==> src/design/cxbs_pkg.sv <==
// Package for the transmit buffer select block
package cxbs_pkg;
   // ****************************************
   // Register offsets
   // ****************************************
   localparam logic [7:0] ADDR_SELECTOR  = 8'h00;
   localparam logic [7:0] ADDR_FLAGS     = 8'h04;
   localparam logic [7:0] ADDR_ACC_CTRL  = 8'h08;
   localparam logic [7:0] ADDR_WIN_BASE  = 8'h40;
   localparam logic [7:0] ADDR_WIN_LAST  = 8'h7C;
   // ****************************************
   // Fields and reset values
   // ****************************************
   localparam int         NUM_BUF        = 3;
   localparam int         WIN_WORDS      = 16;
   localparam int         HIT_LSB        = 0;
   localparam int         HIT_W          = 3;
   localparam logic [7:0] HIT_MASK       = 8'h07;
   localparam logic [7:0] SELECTOR_RST   = 8'h00;
   localparam logic [7:0] ACC_CTRL_RST   = 8'h00;
endpackage : cxbs_pkg

==> src/design/cxbs_top.sv <==
// Transmit buffer select, foreground window and acceptance control registers
//
// The implementer's own choices: the register addresses and the APB slave port.
`timescale 1ns/1ps
// Behaviour
// - Selector held at reset while init request and acknowledge are both high.
// - Selector writes accepted only when request and acknowledge are both low.
// - Three select bits; lowest set bit picks the windowed buffer.
// - Zero deselects a buffer; one selects it only if no lower bit set.
// - Selector reads show only the lowest set bit of the written value.
// - Window blocked while selected buffer not empty and scheduled for sending.
// - No buffer selected means no window access at all.
// - Acceptance control written only in init mode; readable any time.
// - Filter hit indicator bits are read-only, even in init mode.
module cxbs_top #(
   parameter int NB = cxbs_pkg::NUM_BUF,
   parameter int NW = cxbs_pkg::WIN_WORDS
) (
   input  wire logic          pclk,
   input  wire logic          presetn,
   input  wire logic          psel,
   input  wire logic          penable,
   input  wire logic          pwrite,
   input  wire logic [7:0]    paddr,
   input  wire logic [31:0]   pwdata,
   output logic               pready,
   output logic [31:0]        prdata,
   output logic               pslverr,
   input  wire logic          init_request,
   input  wire logic          init_acknowledge,
   input  wire logic [NB-1:0] buf_free,
   input  wire logic [NB-1:0] buf_scheduled,
   input  wire logic [2:0]    filter_hit_in,
   output logic [NB-1:0]      buffer_empty_flag,
   output logic [NB-1:0]      fg_select,
   output logic [7:0]         acceptance_control
);
   // ****************************************
   // State
   // ****************************************
   typedef struct packed {
      logic [7:0]    sel;
      logic [7:0]    acc;
      logic [31:0]   rdata;
      logic          err;
      logic [NB-1:0][NW-1:0][31:0] mem;
   } cxbs_state_s;

   cxbs_state_s state_reg;
   cxbs_state_s state_next;

   logic [NB-1:0] onehot;
   logic [NB:0]   below;
   logic [1:0]    idx_chain [NB+1];
   logic          in_init;
   logic          out_init;
   logic          setup;
   logic          access;
   logic          sel_hit;
   logic          flag_hit;
   logic          acc_hit;
   logic          win_hit;
   logic          win_ok;
   logic [3:0]    widx;
   logic [1:0]    bidx;
   logic [31:0]   rd_value;
   logic          rd_error;

   // ****************************************
   // Selection
   // ****************************************
   assign below[0]     = 1'b0;
   assign idx_chain[0] = 2'h0;

   for (genvar g = 0; g < NB; g++) begin : g_sel
      assign onehot[g]      = state_reg.sel[g] & ~below[g];
      assign below[g+1]     = below[g] | state_reg.sel[g];
      assign idx_chain[g+1] = onehot[g] ? 2'(g) : idx_chain[g];
   end

   assign bidx = idx_chain[NB];

   // ****************************************
   // Decode
   // ****************************************
   assign in_init  = init_request & init_acknowledge;
   assign out_init = ~init_request & ~init_acknowledge;
   assign setup    = psel & ~penable;
   assign access   = psel & penable;
   assign sel_hit  = (paddr == cxbs_pkg::ADDR_SELECTOR);
   assign flag_hit = (paddr == cxbs_pkg::ADDR_FLAGS);
   assign acc_hit  = (paddr == cxbs_pkg::ADDR_ACC_CTRL);
   assign win_hit  = (paddr >= cxbs_pkg::ADDR_WIN_BASE) && (paddr <= cxbs_pkg::ADDR_WIN_LAST)
                     && (paddr[1:0] == 2'h0);
   assign widx     = paddr[5:2];
   assign win_ok   = (|onehot) && !(~buf_free[bidx] && buf_scheduled[bidx]);

   // ****************************************
   // Read data
   // ****************************************
   always_comb begin
      rd_value = 32'h0000_0000;
      rd_error = 1'b0;
      if (sel_hit) begin
         rd_value = 32'(onehot);
      end else if (flag_hit) begin
         rd_value = 32'(buf_free);
      end else if (acc_hit) begin
         rd_value = {24'h00_0000, state_reg.acc[7:3], filter_hit_in};
      end else if (win_hit) begin
         if (!win_ok) begin
            rd_error = 1'b1;
         end else begin
            rd_value = state_reg.mem[bidx][widx];
         end
      end else begin
         rd_error = 1'b1;
      end
   end

   // ****************************************
   // Next state
   // ****************************************
   always_comb begin
      state_next = state_reg;
      if (setup) begin
         state_next.rdata = rd_value;
         state_next.err   = rd_error;
      end
      if (access && pwrite) begin
         if (sel_hit) begin
            if (out_init) begin
               state_next.sel = 8'(pwdata[NB-1:0]);
            end
         end else if (acc_hit) begin
            if (in_init) begin
               state_next.acc = pwdata[7:0] & ~cxbs_pkg::HIT_MASK;
            end
         end else if (win_hit && win_ok && !state_reg.err) begin
            state_next.mem[bidx][widx] = pwdata;
         end
      end
      if (in_init) begin
         state_next.sel = cxbs_pkg::SELECTOR_RST;
      end
   end

   always_ff @(posedge pclk or negedge presetn) begin
      if (!presetn) begin
         state_reg     <= '0;
         state_reg.sel <= cxbs_pkg::SELECTOR_RST;
         state_reg.acc <= cxbs_pkg::ACC_CTRL_RST;
      end else begin
         state_reg <= state_next;
      end
   end

   // ****************************************
   // Outputs
   // ****************************************
   assign pready             = 1'b1;
   assign prdata             = state_reg.rdata;
   assign pslverr            = state_reg.err & access;
   assign buffer_empty_flag  = buf_free;
   assign fg_select          = onehot;
   assign acceptance_control = {state_reg.acc[7:3], filter_hit_in};

   // ****************************************
   // Checks on selection
   // ****************************************
   a_sel_init_hold: assert property (@(posedge pclk) disable iff (!presetn)
      in_init |=> state_reg.sel == 8'h00)
      else $error("selector not held in init");

   a_fg_init_clear: assert property (@(posedge pclk) disable iff (!presetn)
      in_init |=> fg_select == '0)
      else $error("buffer still mapped in init");

   a_sel_write_gate: assert property (@(posedge pclk) disable iff (!presetn)
      (!out_init && !in_init) |=> state_reg.sel == $past(state_reg.sel))
      else $error("selector changed outside normal mode");

   a_sel_write_take: assert property (@(posedge pclk) disable iff (!presetn)
      (access && pwrite && sel_hit && out_init) |=> state_reg.sel[2:0] == $past(pwdata[2:0]))
      else $error("selector write lost");

   a_sel_idle_hold: assert property (@(posedge pclk) disable iff (!presetn)
      (!access && !in_init) |=> state_reg.sel == $past(state_reg.sel))
      else $error("selector changed without a write");

   a_sel_high_zero: assert property (@(posedge pclk) disable iff (!presetn)
      state_reg.sel[7:3] == 5'h00)
      else $error("selector upper bits stored");

   a_sel_onehot: assert property (@(posedge pclk) disable iff (!presetn)
      $onehot0(onehot))
      else $error("foreground select not one-hot");

   a_sel_lowest: assert property (@(posedge pclk) disable iff (!presetn)
      state_reg.sel[0] |-> onehot == 3'b001)
      else $error("lowest bit not chosen");

   a_sel_middle: assert property (@(posedge pclk) disable iff (!presetn)
      (state_reg.sel[1:0] == 2'b10) |-> onehot == 3'b010)
      else $error("middle bit not chosen");

   a_sel_top: assert property (@(posedge pclk) disable iff (!presetn)
      (state_reg.sel[2:0] == 3'b100) |-> onehot == 3'b100)
      else $error("top bit not chosen");

   a_sel_none: assert property (@(posedge pclk) disable iff (!presetn)
      (state_reg.sel[2:0] == 3'b000) |-> onehot == 3'b000)
      else $error("buffer mapped without select");

   a_sel_readback: assert property (@(posedge pclk) disable iff (!presetn)
      (access && !pwrite && sel_hit) |-> prdata[2:0] == $past(onehot))
      else $error("selector readback wrong");

   a_sel_read_high: assert property (@(posedge pclk) disable iff (!presetn)
      (access && !pwrite && sel_hit) |-> prdata[31:3] == 29'h0000_0000)
      else $error("selector readback upper bits set");

   a_sel_read_ok: assert property (@(posedge pclk) disable iff (!presetn)
      (access && sel_hit) |-> !pslverr)
      else $error("selector access refused");

   // ****************************************
   // Checks on the window
   // ****************************************
   a_win_busy: assert property (@(posedge pclk) disable iff (!presetn)
      (setup && win_hit && |onehot && !buf_free[bidx] && buf_scheduled[bidx]) |=> pslverr)
      else $error("busy buffer accessed");

   a_win_free: assert property (@(posedge pclk) disable iff (!presetn)
      (setup && win_hit && win_ok) |=> !pslverr)
      else $error("free buffer refused");

   a_win_write_drop: assert property (@(posedge pclk) disable iff (!presetn)
      (access && pwrite && win_hit && pslverr) |=> state_reg.mem == $past(state_reg.mem))
      else $error("refused window write landed");

   a_win_write_land: assert property (@(posedge pclk) disable iff (!presetn)
      (access && pwrite && win_hit && win_ok && !pslverr)
      |=> state_reg.mem[$past(bidx)][$past(widx)] == $past(pwdata))
      else $error("window write lost");

   a_win_none: assert property (@(posedge pclk) disable iff (!presetn)
      (setup && win_hit && onehot == '0) |=> pslverr)
      else $error("window open without select");

   a_win_read_zero: assert property (@(posedge pclk) disable iff (!presetn)
      (access && !pwrite && win_hit && pslverr) |-> prdata == 32'h0000_0000)
      else $error("refused window read returned data");

   a_win_fg_empty: assert property (@(posedge pclk) disable iff (!presetn)
      (fg_select == '0) |-> !win_ok)
      else $error("window usable without select");

   // ****************************************
   // Checks on acceptance control
   // ****************************************
   a_acc_gate: assert property (@(posedge pclk) disable iff (!presetn)
      !in_init |=> state_reg.acc == $past(state_reg.acc))
      else $error("acceptance written");

   a_acc_write_take: assert property (@(posedge pclk) disable iff (!presetn)
      (access && pwrite && acc_hit && in_init) |=> state_reg.acc[7:3] == $past(pwdata[7:3]))
      else $error("acceptance write lost");

   a_acc_idle_hold: assert property (@(posedge pclk) disable iff (!presetn)
      !access |=> state_reg.acc == $past(state_reg.acc))
      else $error("acceptance changed without a write");

   a_acc_read_any: assert property (@(posedge pclk) disable iff (!presetn)
      (access && acc_hit) |-> !pslverr)
      else $error("acceptance access refused");

   a_acc_read_value: assert property (@(posedge pclk) disable iff (!presetn)
      (access && !pwrite && acc_hit) |-> prdata[7:3] == state_reg.acc[7:3])
      else $error("acceptance readback wrong");

   a_acc_hit_ro: assert property (@(posedge pclk) disable iff (!presetn)
      state_reg.acc[2:0] == 3'h0)
      else $error("hit bits stored");

   a_acc_hit_read: assert property (@(posedge pclk) disable iff (!presetn)
      (access && !pwrite && acc_hit) |-> prdata[2:0] == $past(filter_hit_in))
      else $error("hit bits readback wrong");

   a_acc_hit_out: assert property (@(posedge pclk) disable iff (!presetn)
      acceptance_control[2:0] == filter_hit_in)
      else $error("hit bits output wrong");

   // ****************************************
   // Checks on flags and bus
   // ****************************************
   a_empty_flag: assert property (@(posedge pclk) disable iff (!presetn)
      buffer_empty_flag == buf_free)
      else $error("empty flag mismatch");

   a_flag_read: assert property (@(posedge pclk) disable iff (!presetn)
      (access && !pwrite && flag_hit) |-> prdata[2:0] == $past(buf_free) && !pslverr)
      else $error("flag readback wrong");

   a_err_idle: assert property (@(posedge pclk) disable iff (!presetn)
      !access |-> !pslverr)
      else $error("error outside access");
endmodule : cxbs_top

==> config.mk <==
export PLATFORM = sky130hd
export DESIGN_NAME = cxbs_top
export DESIGN_NICKNAME = d
export VERILOG_FILES = /design/src/design/cxbs_pkg.sv /design/src/design/cxbs_top.sv
export SDC_FILE = /design/constraint.sdc
export NUM_CORES = 2
export LEC_CHECK = 0
export BUFFER_PORTS_ARGS = -buffer_cell sky130_fd_sc_hd__buf_2
export CAP_MARGIN = 20
export CORE_MARGIN = 2
export CORE_UTILIZATION = 25
export DETAILED_ROUTE_END_ITERATION = 7
export SYNTH_ARGS = -nofsm -noshare
export SYNTH_HDL_FRONTEND = slang
export SYNTH_SLANG_ARGS = --single-unit
==> constraint.sdc <==
create_clock -name pclk -period 7 [get_ports pclk]
set_input_delay 0 -clock pclk [delete_from_list [all_inputs] [get_ports pclk]]
set_output_delay 0 -clock pclk [all_outputs]
set_load 0.005 [all_outputs]
==> metrics.csv <==
metric;value;unit
syn_area_per_cell;13.2;sq um
clock skew;57.6;ps
H-tree depth;4;
FF+latch count, synth;1577;
final hold slack;9.61;ps
Mapped Nets;5513;
Max Slew Vio Count;0;
Layout fillers;29100;
dominant synthesized flop cell;dfrtp_1;
setup TNS;0;ps
Post-CTS Setup Inserts;0;
clk_lat worst skew;830;ps
Max VDD drop;0.000262;V
vias in the first global route;47000;
Mapped Cells;5456;
CP max stage delay;610;ps
average vias per placed instance;4.96;
CP startpoint;fg_select[0];
# DRC;0;
Register Area;39500;sq um
Critical R2R Launch;fg_select[0];
Synth cell types;57;
CP Launch Type;flip-flop;
TritonCTS Sinks;1577;
critical-path cell list;nand2b_4, inv_8, buf_12, buf_4, buf_4, nand2_1, a31oi_1, nand4_1, a21oi_1, a21oi_1, nor3_1, dlygate4sd3_1;
drt total wl;211000;um
post-synthesis cell type with the largest combined area;dfrtp_1;
# IOs;104;
dpl hpwl;122000;um
Post-Syn Area;72000;sq um
slew margin rel.;18.9;%
crit-path max FO;99;
GRT overflow;0;
Critical Path AT;5120;ps
Detailed Routing Iterations Pass 1;7;
Fmax;230;MHz
Setup CP Type;reg -> reg;
chip height;541;um
CP required;7760;ps
I/O Buffers;102;
number of buffers and inverters on the critical path;5;
Final min period;4350;ps
CP Capture Type;flip-flop;
slowest CP cell;inv_8;
RSZ-0062 raised after global routing;no;
status;finished, final reports clean;
Final Total Pwr;19.2;mW
Initial Util;25.1;%
DR vias;45500;
YS warnings;0;
Post-synth EDFFs;0;
layout cells sized above 1;39.7;%
Post-DRT Antenna Nets;0;
worst-margin pin slew;1220;ps
core area;287000;sq um
ranking of synthesized cells by area;dfrtp_1 (55%), mux2_2 (23%), mux4_2 (4.7%);
clk buf depth;3;
gr usage total;14.3;%
Max Cap Viol;0;
sequential element share of the synthesized area;54.8;%
max FFs per register;1539;
worst hold path class;in -> async;
Setup violations, final;0;
global-route wire length before repair;318000;um
largest net degree at the start of global routing;189;
placer congestion estimate;0.838;
PwrDens;236;nW/um^2
full die area;292000;sq um
final worst path period share;62.2;%
area grow syn2layout;13.0;%
CP top delay family;buffers and inverters;
leakage power of the design;38.0;nW
Starting DRT DRC Count;3560;
TritonCTS clock tree;built;
CTS resizes;0;
clk slew on worst S/H paths;70;ps
num rows;197;
TritonCTS buffer count;151;
Yosys top cell area share;54.8;%
WL/cell;23.0;um
CTS Root Cell;clkbuf_16;
asr flop ratio synth;100;%
number of antenna violations at the first check in global routing;12;
Final Hold Fails;0;
multi-input combinational cell area;30000;sq um
Die Width;541;um
number of nets in the layout;5326;
[logic make-up (layout without fill, tap and decap cells)]
logic type	Yosys count	count (layout)	synth area share, %
flip-flops	1577	1577	54.8
AND/OR/NAND/NOR	1035	1035	6.26
other	1	13	0.00521
AO/OA/AOI/OAI	390	390	4.11
multiplexers	1847	1847	31.0
buffers and inverters	605	536	3.86
adder cells (fa/ha/maj)	1	1	0.0174
[layout make-up]
type / count / area share (%)
repair buffers: 232 / 2.34
inverters: 33 / 0.161
multi-input cells: 3274 / 36.9
clock inverters: 50 / 0.967
well taps: 3781 / 5.81
diodes: 12 / 0.0369
flip-flops and latches: 1577 / 48.5
clock buffers: 221 / 5.32
[metal layers]
layer / routed length, um / GRT usage (%)
met5: 11 / 0
met4: 7900 / 5.35
met3: 11000 / 2.26
met2: 101000 / 23.7
met1: 91000 / 18.7
[per-stage QoR]
step | area, sq um | worst slack [ps] | cells | util, %
detailed placement | 75900 | 2800 | 8863 | 26.4
global placement | 75800 | 2820 | 8859 | 26.4
global route | 81400 | 2550 | 9172 | 28.3
finish | 81400 | 2650 | 9180 | 28.3
floorplan | 72000 | 4390 | 5456 | -
CTS | 81300 | 2740 | 9164 | 28.3
[worst min-delay path, stage by stage]
cell           delay (ps)
dlygate4sd3_1         620
buf_12                210
buf_12                390
[report_power, final]
| part | internal (mW) | total [mW] | leakage (nW) | switching (mW) |
|---|---|---|---|---|
| sequential | 9.15 | 9.17 | 22.0 | 0.0289 |
| combinational | 0.345 | 1.53 | 13.5 | 1.19 |
| clock | 4.79 | 8.49 | 2.51 | 3.70 |
[final timing paths]
kind | endpoint | slack (ps) | cells past startpoint
min in group pclk | state_reg[1431] | 30 | 2
max in group asynchronous | state_reg[1096] | 5710 | 4
setup / recovery | prdata[2] | 2650 | 12
hold reg to reg | state_reg[505] | 490 | 1
hold / removal | state_reg[540] | 10 | 3
setup reg to reg | prdata[2] | 2650 | 12
[cells in the final DEF, fill, tap and decap left out, types with 22 or more instances in the layout]
master,netlist,routed
clkbuf_16,0,151
nand3_1,200,200
mux4_2,151,151
o21ai_0,37,37
a21oi_1,22,22
dfrtp_1,1577,1577
mux2i_1,163,163
clkbuf_8,0,29
buf_4,50,75
clkbuf_1,329,41
a221o_1,23,23
dlygate4sd3_1,0,31
buf_2,89,99
mux2_1,47,47
buf_12,0,24
mux2_2,1486,1486
nor4_1,30,30
inv_1,28,28
a32oi_1,99,99
clkinv_2,0,23
nand2_1,716,687
o221ai_1,27,27
a31oi_1,112,112
[cells in the mapped netlist (2+ instances only)]
| master | n |
|---|---|
| o21a_1 | 2 |
| nor3_2 | 6 |
| inv_2 | 4 |
| a22oi_1 | 6 |
| and3_1 | 6 |
| mux4_2 | 151 |
| or3_1 | 2 |
| a221oi_1 | 20 |
| a32oi_1 | 99 |
| a2111oi_0 | 2 |
| nor4_1 | 30 |
| nand2_1 | 716 |
| buf_2 | 89 |
| clkbuf_1 | 329 |
| nand3b_1 | 2 |
| nor2b_1 | 3 |
| o211ai_1 | 2 |
| nor3_4 | 11 |
| mux2_2 | 1486 |
| nand3_1 | 200 |
| a31oi_1 | 112 |
| nor3_1 | 10 |
| o22ai_1 | 8 |
| o221ai_1 | 27 |
| o21ai_0 | 37 |
| a21oi_1 | 22 |
| mux2i_1 | 163 |
| buf_4 | 50 |
| a32o_1 | 20 |
| nand4_1 | 14 |
| nand2b_1 | 4 |
| dfrtp_1 | 1577 |
| inv_1 | 28 |
| nor2_1 | 23 |
| a221o_1 | 23 |
| mux2_1 | 47 |
| and2_1 | 3 |
| buf_1 | 76 |
| buf_6 | 28 |
[repair_timing]
action	CTS	global route
setup endpoints to repair	0	0
hold buffers	30	2
hold endpoints to repair	620	64
Note: power is estimated with default switching activity, not from simulation.
